`config.mk`:
```
export PLATFORM = sky130hd
export DESIGN_NAME = pcg_clock_gating
export DESIGN_NICKNAME = d
export VERILOG_FILES = /design/src/pcg_pkg.sv /design/src/pcg_gate_if.sv /design/src/pcg_gate_sel.sv /design/src/pcg_fault_chk.sv /design/src/pcg_clock_gating.sv
export SDC_FILE = /design/constraint.sdc
export NUM_CORES = 1
export LEC_CHECK = 0
export ABC_CLOCK_PERIOD_IN_PS = 1500
export BUFFER_PORTS_ARGS = -buffer_cell sky130_fd_sc_hd__clkbuf_2
export CAP_MARGIN = 20
export CORE_ASPECT_RATIO = 0.7
export CORE_UTILIZATION = 30
export CTS_BUF_LIST = sky130_fd_sc_hd__clkbuf_16
export CTS_CLUSTER_DIAMETER = 150
export CTS_CLUSTER_SIZE = 10
export DETAILED_ROUTE_END_ITERATION = 8
export PLACE_DENSITY_LB_ADDON = 0.15
export SYNTH_ARGS = -nofsm -noshare
export SYNTH_HDL_FRONTEND = slang
export SYNTH_HIERARCHICAL = 1
export SYNTH_SLANG_ARGS = --single-unit
```
`constraint.sdc`:
```
create_clock -name clk_sys -period 1.5 [get_ports clk_sys]
set_input_delay 0.075 -clock clk_sys [delete_from_list [all_inputs] [get_ports clk_sys]]
set_output_delay 0.075 -clock clk_sys [all_outputs]
set_load 0.05 [all_outputs]
```
`src/pcg_pkg.sv`:
```
// Purpose: Constants and helpers for peripheral clock gating
// Assumes: 32-bit AXI4-Lite register bus, 12-bit byte address
// Notes:   Shared by all gating files
package pcg_pkg;

  // ----------------------------------------------------------
  // Register offsets
  // ----------------------------------------------------------
  localparam logic [11:0] RUN_CLOCK_GATE_1_OFF   = 12'h104;
  localparam logic [11:0] SLEEP_CLOCK_GATE_1_OFF = 12'h114;
  localparam logic [11:0] DEEP_CLOCK_GATE_1_OFF  = 12'h124;
  localparam logic [11:0] RUN_CLOCK_CONFIG_OFF   = 12'h060;
  localparam logic [11:0] IRQ_STATUS_OFF         = 12'h200;
  localparam logic [11:0] IRQ_ENABLE_OFF         = 12'h204;
  localparam logic [11:0] IRQ_CLEAR_OFF          = 12'h208;

  // ----------------------------------------------------------
  // Field positions and masks
  // ----------------------------------------------------------
  localparam int          NUM_UNITS       = 7;
  localparam int          ASYNC_SERIAL0_B = 0;
  localparam int          SYNC_SERIAL0_B  = 4;
  localparam int          ENCODER0_B      = 8;
  localparam int          GP_TMR0_B       = 16;
  localparam int          AUTO_GATING_B   = 27;
  localparam logic [31:0] GATE_WR_MASK    = 32'h000f0111;
  localparam logic [31:0] CFG_WR_MASK     = 32'h08000000;
  localparam int          IRQ_W           = 1;
  localparam int          IRQ_FAULT_B     = 0;

  // ----------------------------------------------------------
  // Reset values and responses
  // ----------------------------------------------------------
  localparam logic [31:0] GATE_RESET = 32'h00000000;
  localparam logic [31:0] CFG_RESET  = 32'h00000000;
  localparam logic [1:0]  RESP_OKAY  = 2'h0;
  localparam logic [1:0]  RESP_SLVERR = 2'h2;

  // Byte-lane write merge limited to writable bits
  function automatic logic [31:0] wrMerge(input logic [31:0] old, input logic [31:0] data,
                                          input logic [3:0] strb, input logic [31:0] mask);
    logic [31:0] lanes;
    lanes = {{8{strb[3]}}, {8{strb[2]}}, {8{strb[1]}}, {8{strb[0]}}};
    return ((old & ~(lanes & mask)) | (data & lanes & mask));
  endfunction

  // Unit index to gating bit position
  function automatic int unitBit(input int idx);
    int pos;
    pos = GP_TMR0_B + idx - 3;
    if (idx == 0) begin
      pos = ASYNC_SERIAL0_B;
    end else if (idx == 1) begin
      pos = SYNC_SERIAL0_B;
    end else if (idx == 2) begin
      pos = ENCODER0_B;
    end
    return pos;
  endfunction

endpackage

```
`src/pcg_gate_if.sv`:
```
// Purpose: Carrier between register block, selector and fault check
// Assumes: One clock domain
// Notes:   Masks are full 32-bit register images
`timescale 1ns/1ps
interface pcg_gate_if;
  logic [31:0]                    runMask;
  logic [31:0]                    sleepMask;
  logic [31:0]                    deepMask;
  logic                           auto_clock_gating;
  logic                           sleepMode;
  logic                           deepMode;
  logic [pcg_pkg::NUM_UNITS-1:0]  unitEn;
  logic                           accValid;
  logic [2:0]                     accSel;
  logic                           accFault;
  logic                           accOk;

  modport ctl (output runMask, sleepMask, deepMask, auto_clock_gating, sleepMode, deepMode, accValid, accSel,
               input unitEn, accFault, accOk);
  modport sel (input runMask, sleepMask, deepMask, auto_clock_gating, sleepMode, deepMode, output unitEn);
  modport chk (input unitEn, accValid, accSel, output accFault, accOk);
endinterface

```
`src/pcg_gate_sel.sv`:
```
// Purpose: Picks the gating register for the current power mode
// Assumes: Sleep and deep-sleep indications are synchronous levels
// Notes:   Unit enables are registered
`timescale 1ns/1ps
module pcg_gate_sel (
  input wire logic clk_sys,
  input wire logic reset_n,
  pcg_gate_if.sel  gif
);

  logic [31:0] activeMask;

  // ----------------------------------------------------------
  // Mode selection
  // ----------------------------------------------------------
  always_comb begin
    activeMask = gif.runMask;
    if (gif.auto_clock_gating && gif.deepMode) begin
      activeMask = gif.deepMask;
    end else if (gif.auto_clock_gating && gif.sleepMode) begin
      activeMask = gif.sleepMask;
    end
  end

  // ----------------------------------------------------------
  // Unit clock enables
  // ----------------------------------------------------------
  always_ff @(posedge clk_sys or negedge reset_n) begin
    if (!reset_n) begin
      gif.unitEn <= '0;
    end else begin
      for (int i = 0; i < pcg_pkg::NUM_UNITS; i++) begin
        gif.unitEn[i] <= activeMask[pcg_pkg::unitBit(i)];
      end
    end
  end

endmodule

```
`src/pcg_fault_chk.sv`:
```
// Purpose: Flags accesses to units whose clock is stopped
// Assumes: One access request per cycle, index 0 to 6
// Notes:   Out-of-range index also faults
`timescale 1ns/1ps
module pcg_fault_chk (
  input wire logic clk_sys,
  input wire logic reset_n,
  pcg_gate_if.chk  gif
);

  logic unitOn;

  always_comb begin
    unitOn = 1'b0;
    if (int'(gif.accSel) < pcg_pkg::NUM_UNITS) begin
      unitOn = gif.unitEn[gif.accSel];
    end
  end

  // ----------------------------------------------------------
  // Fault and completion pulses
  // ----------------------------------------------------------
  always_ff @(posedge clk_sys or negedge reset_n) begin
    if (!reset_n) begin
      gif.accFault <= 1'b0;
      gif.accOk    <= 1'b0;
    end else begin
      gif.accFault <= gif.accValid & ~unitOn;
      gif.accOk    <= gif.accValid & unitOn;
    end
  end

endmodule

```
`src/pcg_clock_gating.sv`:
```
// Purpose: Peripheral clock gating control with AXI4-Lite registers
// Assumes: Single clock clk_sys at 250 MHz, asynchronous active-low reset
// Notes:   Fault events raise a level interrupt through an enable register
//
// Behaviour
// - Bit 0 gates the first asynchronous serial port clock.
// - Bit 4 gates the first synchronous serial port clock.
// - Bit 8 gates the first quadrature encoder clock.
// - Bit one delivers the unit clock; zero stops and disables it.
// - Access to an unclocked unit gives a bus fault.
// - Gating registers reset to all zeros, every unit unclocked.
// - Reserved bits are read-only zero; software preserves them.
// - Three same-layout gating registers; run register governs normal running.
// - Sleep register applies only during sleep.
// - Deep-sleep register at offset 0x124 applies during deep sleep.
// - Sleep and deep-sleep registers act only with auto gating set.
`timescale 1ns/1ps
module pcg_clock_gating (
  input  wire logic                          clk_sys,
  input  wire logic                          reset_n,
  input  wire logic [11:0]                   s_axi_awaddr,
  input  wire logic                          s_axi_awvalid,
  output logic                               s_axi_awready,
  input  wire logic [31:0]                   s_axi_wdata,
  input  wire logic [3:0]                    s_axi_wstrb,
  input  wire logic                          s_axi_wvalid,
  output logic                               s_axi_wready,
  output logic [1:0]                         s_axi_bresp,
  output logic                               s_axi_bvalid,
  input  wire logic                          s_axi_bready,
  input  wire logic [11:0]                   s_axi_araddr,
  input  wire logic                          s_axi_arvalid,
  output logic                               s_axi_arready,
  output logic [31:0]                        s_axi_rdata,
  output logic [1:0]                         s_axi_rresp,
  output logic                               s_axi_rvalid,
  input  wire logic                          s_axi_rready,
  input  wire logic                          sleepMode,
  input  wire logic                          deepSleepMode,
  input  wire logic                          unitAccValid,
  input  wire logic [2:0]                    unitAccSel,
  output logic                               unitAccFault,
  output logic                               unitAccOk,
  output logic [pcg_pkg::NUM_UNITS-1:0]      unitClkEn,
  output logic                               irq
);

  // ----------------------------------------------------------
  // Declarations
  // ----------------------------------------------------------
  pcg_gate_if gif ();

  logic [31:0]               run_clock_gate_1_r;
  logic [31:0]               sleep_clock_gate_1_r;
  logic [31:0]               deep_sleep_clock_gate_1_r;
  logic [31:0]               run_clock_config_r;
  logic [pcg_pkg::IRQ_W-1:0] irqStatus_r;
  logic [pcg_pkg::IRQ_W-1:0] irqEnable_r;
  logic [pcg_pkg::IRQ_W-1:0] irqEvent;
  logic [pcg_pkg::IRQ_W-1:0] irqClear;
  logic                      irq_r;

  logic                      awHeld_r;
  logic                      wHeld_r;
  logic                      awReady_r;
  logic                      wReady_r;
  logic [11:0]               awAddr_r;
  logic [31:0]               wData_r;
  logic [3:0]                wStrb_r;
  logic                      bValid_r;
  logic [1:0]                bResp_r;
  logic                      arReady_r;
  logic                      rValid_r;
  logic [31:0]               rData_r;
  logic [1:0]                rResp_r;

  logic                      wrFire;
  logic                      wrHit;
  logic                      arFire;
  logic [31:0]               rdMux;
  logic                      rdHit;

  // ----------------------------------------------------------
  // Submodules
  // ----------------------------------------------------------
  pcg_gate_sel u_sel (
    .clk_sys (clk_sys),
    .reset_n (reset_n),
    .gif     (gif.sel)
  );

  pcg_fault_chk u_chk (
    .clk_sys (clk_sys),
    .reset_n (reset_n),
    .gif     (gif.chk)
  );

  // ----------------------------------------------------------
  // Carrier hookup
  // ----------------------------------------------------------
  // run register image
  assign gif.runMask   = run_clock_gate_1_r;
  assign gif.sleepMask = sleep_clock_gate_1_r;
  assign gif.deepMask  = deep_sleep_clock_gate_1_r;
  assign gif.auto_clock_gating       = run_clock_config_r[pcg_pkg::AUTO_GATING_B];
  assign gif.sleepMode = sleepMode;
  assign gif.deepMode  = deepSleepMode;
  assign gif.accValid  = unitAccValid;
  assign gif.accSel    = unitAccSel;

  // ----------------------------------------------------------
  // Outputs
  // ----------------------------------------------------------
  // registered unit enables
  assign unitClkEn     = gif.unitEn;
  assign unitAccFault  = gif.accFault;
  assign unitAccOk     = gif.accOk;
  assign irq           = irq_r;
  assign s_axi_awready = awReady_r;
  assign s_axi_wready  = wReady_r;
  assign s_axi_bvalid  = bValid_r;
  assign s_axi_bresp   = bResp_r;
  assign s_axi_arready = arReady_r;
  assign s_axi_rvalid  = rValid_r;
  assign s_axi_rdata   = rData_r;
  assign s_axi_rresp   = rResp_r;

  // ----------------------------------------------------------
  // Word address match
  // ----------------------------------------------------------
  function automatic logic sameWord(input logic [11:0] addr,
                                    input logic [11:0] off);
    return addr[11:2] == off[11:2];
  endfunction

  // ----------------------------------------------------------
  // Write channel capture
  // ----------------------------------------------------------
  assign wrFire = awHeld_r & wHeld_r & ~bValid_r;

  always_ff @(posedge clk_sys or negedge reset_n) begin
    if (!reset_n) begin
      awHeld_r <= 1'b0;
      awReady_r <= 1'b1;
      awAddr_r <= 12'h000;
    end else if (s_axi_awvalid && !awHeld_r) begin
      awHeld_r <= 1'b1;
      awReady_r <= 1'b0;
      awAddr_r <= s_axi_awaddr;
    end else if (wrFire) begin
      awHeld_r <= 1'b0;
      awReady_r <= 1'b1;
    end
  end

  always_ff @(posedge clk_sys or negedge reset_n) begin
    if (!reset_n) begin
      wHeld_r <= 1'b0;
      wReady_r <= 1'b1;
      wData_r <= 32'h00000000;
      wStrb_r <= 4'h0;
    end else if (s_axi_wvalid && !wHeld_r) begin
      wHeld_r <= 1'b1;
      wReady_r <= 1'b0;
      wData_r <= s_axi_wdata;
      wStrb_r <= s_axi_wstrb;
    end else if (wrFire) begin
      wHeld_r <= 1'b0;
      wReady_r <= 1'b1;
    end
  end

  // ----------------------------------------------------------
  // Write address decode
  // ----------------------------------------------------------
  always_comb begin
    case (awAddr_r[11:2])
      pcg_pkg::RUN_CLOCK_GATE_1_OFF[11:2]:   wrHit = 1'b1;
      pcg_pkg::SLEEP_CLOCK_GATE_1_OFF[11:2]: wrHit = 1'b1;
      pcg_pkg::DEEP_CLOCK_GATE_1_OFF[11:2]:  wrHit = 1'b1;
      pcg_pkg::RUN_CLOCK_CONFIG_OFF[11:2]:   wrHit = 1'b1;
      pcg_pkg::IRQ_STATUS_OFF[11:2]:         wrHit = 1'b1;
      pcg_pkg::IRQ_ENABLE_OFF[11:2]:         wrHit = 1'b1;
      pcg_pkg::IRQ_CLEAR_OFF[11:2]:          wrHit = 1'b1;
      default:                               wrHit = 1'b0;
    endcase
  end

  // ----------------------------------------------------------
  // Write response
  // ----------------------------------------------------------
  always_ff @(posedge clk_sys or negedge reset_n) begin
    if (!reset_n) begin
      bValid_r <= 1'b0;
      bResp_r  <= pcg_pkg::RESP_OKAY;
    end else if (wrFire) begin
      bValid_r <= 1'b1;
      bResp_r  <= wrHit ? pcg_pkg::RESP_OKAY : pcg_pkg::RESP_SLVERR;
    end else if (s_axi_bready) begin
      bValid_r <= 1'b0;
    end
  end

  // ----------------------------------------------------------
  // Gating and run clock configuration registers
  // ----------------------------------------------------------
  always_ff @(posedge clk_sys or negedge reset_n) begin
    if (!reset_n) begin
      run_clock_gate_1_r <= pcg_pkg::GATE_RESET;
    end else if (wrFire && sameWord(awAddr_r, pcg_pkg::RUN_CLOCK_GATE_1_OFF)) begin
      run_clock_gate_1_r <= pcg_pkg::wrMerge(run_clock_gate_1_r, wData_r, wStrb_r,
                                             pcg_pkg::GATE_WR_MASK);
    end
  end

  always_ff @(posedge clk_sys or negedge reset_n) begin
    if (!reset_n) begin
      sleep_clock_gate_1_r <= pcg_pkg::GATE_RESET;
    end else if (wrFire && sameWord(awAddr_r, pcg_pkg::SLEEP_CLOCK_GATE_1_OFF)) begin
      sleep_clock_gate_1_r <= pcg_pkg::wrMerge(sleep_clock_gate_1_r, wData_r, wStrb_r,
                                               pcg_pkg::GATE_WR_MASK);
    end
  end

  always_ff @(posedge clk_sys or negedge reset_n) begin
    if (!reset_n) begin
      deep_sleep_clock_gate_1_r <= pcg_pkg::GATE_RESET;
    end else if (wrFire && sameWord(awAddr_r, pcg_pkg::DEEP_CLOCK_GATE_1_OFF)) begin
      deep_sleep_clock_gate_1_r <= pcg_pkg::wrMerge(deep_sleep_clock_gate_1_r, wData_r, wStrb_r,
                                                    pcg_pkg::GATE_WR_MASK);
    end
  end

  always_ff @(posedge clk_sys or negedge reset_n) begin
    if (!reset_n) begin
      run_clock_config_r <= pcg_pkg::CFG_RESET;
    end else if (wrFire && sameWord(awAddr_r, pcg_pkg::RUN_CLOCK_CONFIG_OFF)) begin
      run_clock_config_r <= pcg_pkg::wrMerge(run_clock_config_r, wData_r, wStrb_r,
                                             pcg_pkg::CFG_WR_MASK);
    end
  end

  // ----------------------------------------------------------
  // Interrupt status, enable and clear
  // ----------------------------------------------------------
  always_comb begin
    irqEvent = '0;
    irqEvent[pcg_pkg::IRQ_FAULT_B] = gif.accFault;
    irqClear = '0;
    if (wrFire && wStrb_r[0] && sameWord(awAddr_r, pcg_pkg::IRQ_CLEAR_OFF)) begin
      irqClear = wData_r[pcg_pkg::IRQ_W-1:0];
    end
  end

  always_ff @(posedge clk_sys or negedge reset_n) begin
    if (!reset_n) begin
      irqStatus_r <= '0;
    end else begin
      irqStatus_r <= (irqStatus_r & ~irqClear) | irqEvent;
    end
  end

  always_ff @(posedge clk_sys or negedge reset_n) begin
    if (!reset_n) begin
      irqEnable_r <= '0;
    end else if (wrFire && wStrb_r[0] && sameWord(awAddr_r, pcg_pkg::IRQ_ENABLE_OFF)) begin
      irqEnable_r <= wData_r[pcg_pkg::IRQ_W-1:0];
    end
  end

  always_ff @(posedge clk_sys or negedge reset_n) begin
    if (!reset_n) begin
      irq_r <= 1'b0;
    end else begin
      irq_r <= |(irqStatus_r & irqEnable_r);
    end
  end

  // ----------------------------------------------------------
  // Read decode
  // ----------------------------------------------------------
  always_comb begin
    rdMux = 32'h00000000;
    rdHit = 1'b1;
    case (s_axi_araddr[11:2])
      pcg_pkg::RUN_CLOCK_GATE_1_OFF[11:2]:   rdMux = run_clock_gate_1_r;
      pcg_pkg::SLEEP_CLOCK_GATE_1_OFF[11:2]: rdMux = sleep_clock_gate_1_r;
      pcg_pkg::DEEP_CLOCK_GATE_1_OFF[11:2]:  rdMux = deep_sleep_clock_gate_1_r;
      pcg_pkg::RUN_CLOCK_CONFIG_OFF[11:2]:   rdMux = run_clock_config_r;
      pcg_pkg::IRQ_STATUS_OFF[11:2]:         rdMux[pcg_pkg::IRQ_W-1:0] = irqStatus_r;
      pcg_pkg::IRQ_ENABLE_OFF[11:2]:         rdMux[pcg_pkg::IRQ_W-1:0] = irqEnable_r;
      pcg_pkg::IRQ_CLEAR_OFF[11:2]:          rdMux = 32'h00000000;
      default:                               rdHit = 1'b0;
    endcase
  end

  // ----------------------------------------------------------
  // Read channel
  // ----------------------------------------------------------
  assign arFire = s_axi_arvalid & arReady_r;

  always_ff @(posedge clk_sys or negedge reset_n) begin
    if (!reset_n) begin
      arReady_r <= 1'b0;
    end else if (arFire) begin
      arReady_r <= 1'b0;
    end else begin
      arReady_r <= ~rValid_r;
    end
  end

  always_ff @(posedge clk_sys or negedge reset_n) begin
    if (!reset_n) begin
      rValid_r <= 1'b0;
      rData_r  <= 32'h00000000;
      rResp_r  <= pcg_pkg::RESP_OKAY;
    end else if (arFire) begin
      rValid_r <= 1'b1;
      rData_r  <= rdMux;
      rResp_r  <= rdHit ? pcg_pkg::RESP_OKAY : pcg_pkg::RESP_SLVERR;
    end else if (s_axi_rready) begin
      rValid_r <= 1'b0;
    end
  end

endmodule

```
==> summary.txt <==
Run status
  • Run status: complete, but fails checks
  • Failing checks: setup timing

GRT
  • Antenna violations before repair: 0
  • Wire length of the first global-routing pass: 14180 um
  • GR met3 Demand/Resource: between 4 and 5%
  • Maximum number of pins on one net before global-route repair: 38
  • Via count of the first global-routing pass: around 2600
  • Grt met1 use: between 20 and 25%
  • Total global-route track usage: between 10 and 15%
  • Total overflow reported by the global router: 0
  • Met2 demand-to-capacity share in global routing: around a fifth
  • Most congested layer reported by global routing: met1

Timing
  • Min Clock Period, post-route: 1.692 ns
  • Pin slew with the least headroom to its limit: 0.4978 ns
  • Setup repair after global routing missed its margin: true
  • Slew headroom: between 60% and 70%
  • Setup WS post-layout: -0.1922 ns
  • Slew Limit Fails: 0
  • Count of endpoints failing hold in the final timing report: 0
  • Highest clock frequency the design can meet: just under 600 MHz
  • Period Utilization, post-route: 112.8%
  • Worst clock skew: ~0.0094 ns
  • Final setup violation count: 23
  • Worst Hold Margin: roughly 0.10 ns

Die
  • Die W: roughly 130 um
  • Total Die Area: 12630 um2
  • Total number of placement rows: 33
  • DIE HEIGHT: about 94 um
  • Core area: roughly 12000 um2
  • Starting density of the core: between 30 and 40%
  • Top-Level Pins: 124

Clock tree
  • Clock tree from TritonCTS: built
  • H-tree level count: 3
  • Clock latency at the later pin of the worst-skew pair: roughly 0.33 ns
  • Number of buffers created by CTS: 9
  • CTS clock-pin slew for the worst setup and hold paths: 0.05 ns
  • Clk buf depth: 2
  • Clock Root Buffer: clkbuf_16
  • Number of sinks on the clock net: 73

Synth
  • Most frequently used cell type in the post-synthesis netlist: dfrtp_1
  • Dominant combinational cell family by area after synthesis: multiplexers
  • Average instance area after synthesis: between 10 and 15 um2
  • Cell variety after synth: 52
  • Number of storage elements in the synthesis netlist: 73
  • Post-Synth XOR/XNOR Area: 0%
  • Biggest area contributors in the synthesized netlist: dfrtp_1, mux2_2, buf_4
  • Post-Synth Simple-Gate Area: between 10% and 20%
  • Fraction of synthesized area in multiplexers: 18.04%
  • Synth Flop Type: dfrtp_1
  • Leading post-synthesis cells by instance count: dfrtp_1, buf_4, mux2_2
  • Largest area contributor in the netlist: dfrtp_1
  • Post-synthesis cell count: ~300
  • Syn. warnings: 6
  • Adder-Cell Fraction of Synth Area: 0%
  • Share of the yosys chip area belonging to registers: 50.05%
  • Share of synthesized registers carrying an async set or reset: 100.0%
  • Number of flops mapped to enable cells by yosys: 0
  • Area share of the largest cell type after synthesis: roughly half
  • Compound-cell area share of the yosys netlist: under 10%
  • Mapped Area: 3655 um2

Setup path
  • Minimum setup slack among reg-to-reg paths: -0.19 ns
  • Slowest cell on the critical path: dfrtp_1
  • Required time at the worst-slack endpoint: ~1.7 ns
  • Data arrival, critical path: 1.90 ns
  • Category of the worst setup path capture point: flop
  • Number of gates on the worst path with buffers counted: 5
  • Register-to-Register Path Depth: 5
  • Buffers plus inverters on the worst setup path: 1
  • Worst stage delay on the critical path: about 0.40 ns
  • Kind of cell adding the most delay to the critical path: simple AND/OR/NAND/NOR gates
  • Kind of start point of the critical path: flop
  • Maximum fanout count along the critical path: 9
  • Critical Path, Cell by Cell: nor4b_2, and4_1, buf_12, nand3_2, mux2_4
  • Category of the most critical setup path: flop to flop

Cells and area
  • Fillers: 1146
  • Inserted Diodes: 0
  • Area delta synth->final: 33.72%
  • Design Area, Final: ~5000 um2
  • Post-layout net count: around 500
  • Fraction of final layout cells sized beyond drive strength 1: 42.07%
  • Area of combinational cells with multiple inputs: around 1700 um2
  • Final cell count without fillers: roughly 600
  • FF+latch area: ~1800 um2

Drt
  • Drt initial violations: 110
  • DR vias: 2700
  • ANT nets after route: 0
  • Average detailed-routed wire length per instance: about 14 um
  • DRT Wirelength: ~8600 um
  • Pre-antenna DRT Iters: 4
  • Routed vias/inst: 4.561
  • Residual DRC count: 0

Power and ir drop
  • PnR Total Power: a little under 7 mW
  • Static leakage power: 2.334 nW
  • Worst vdd rail ir drop: between 800 and 900 uV
  • Power per unit of standard cell area: around 1400 nW/um2

Place
  • Port Buffers: 69
  • Post-place instance area: between 4000 and 5000 um2
  • Final Wtd Congestion: ~0.78
  • Placed instance count: about 540
  • Estimated wirelength of the detail-placed design: roughly 6600 um

Hold path
  • Hold path depth: 3
  • Worst min-delay path class: input port to flop

Flow run
  • Max-capacitance violation count: 0
==> through the flow <==
step | worst slack (ns) | TNS, ns | utilization, %
after CTS | -0.1897 | -3.862 | 41.10
after global routing | -0.2649 | -5.583 | 41.53
after floorplan | -0.2481 | -5.154 | -
after detailed placement | -0.1797 | -3.697 | 36.21
final | -0.1922 | -3.805 | 41.53
after global placement | -0.1739 | -3.645 | 36.21
==> what timing repair did <==
action,CTS,global route
buffers inserted,2,1
setup endpoints to repair,24,25
hold buffers,29,0
hold endpoints to repair,87,0
gates resized for setup,4,10
pin swaps,3,8
==> layout make-up <==
| cell class | count | area share [%] |
|---|---|---|
| sequential | 73 | 37.46 |
| clock inverter | 7 | 0.5376 |
| multi-input combinational | 213 | 34.87 |
| tap | 157 | 4.019 |
| inverter | 5 | 0.3840 |
| clock buffer | 9 | 4.608 |
| timing repair buffer | 128 | 18.13 |
==> tightest hold or removal path, cell delays in order <==
cell and delay, ns:
clkbuf_2 0.08, mux4_2 0.18, nor2_1 0.05
==> placed cells by master, fill, tap and decap left out, types with 6 or more instances in the layout <==
master and instances:
o22ai_1 7, conb_1 26, dfrtp_1 70, mux2_4 21, clkbuf_16 9, nor2_1 13, mux2_2 24, buf_4 28
o21ai_0 11, nand2_1 12, dlygate4sd3_1 29, nand3_1 6, inv_1 10, nor3_1 16, a21oi_1 7, mux2i_1 7
clkbuf_2 68, nor2b_1 8, nor3_2 7
==> cells by family (layout without fill, tap and decap cells) <==
group / after synthesis / after routing
AND/OR/NAND/NOR: 94 / 94
flip-flops: 73 / 73
multiplexers: 54 / 54
buffers and inverters: 41 / 149
AO/OA/AOI/OAI: 39 / 39
other: 1 / 26
==> where the power goes <==
group          total [mW]  switching [mW]  leakage (nW)  internal, mW
Combinational        2.10            1.12          1.26         0.985
Sequential           2.94           0.505         0.932          2.43
Clock                1.81           0.737         0.141          1.08
Total                6.85            2.36          2.33          4.49
==> final timing paths <==
check | startpoint | end
setup reg to reg | awAddr_r[7]$_DFFE_PN0P_ | flop
min in group asynchronous | reset_n | irqEnable_r$_DFFE_PN0P_
max in group asynchronous | reset_n | s_axi_wready$_DFFE_PN1P_
setup / recovery | awAddr_r[7]$_DFFE_PN0P_ | flop
hold reg to reg | s_axi_rvalid$_DFFE_PN0P_ | s_axi_arready$_DFF_PN0_
hold / removal | unitAccSel[0] | u_chk/gif.accOk$_DFF_PN0_
==> metal layers <==
layer	share of wire (%)	vias to the layer above
met5	0	-
met2	38	92
met4	1.0	0
li1	-	1309
met3	5.4	5
met1	56	1294
No activity file was read; power rests on OpenSTA's default activity.
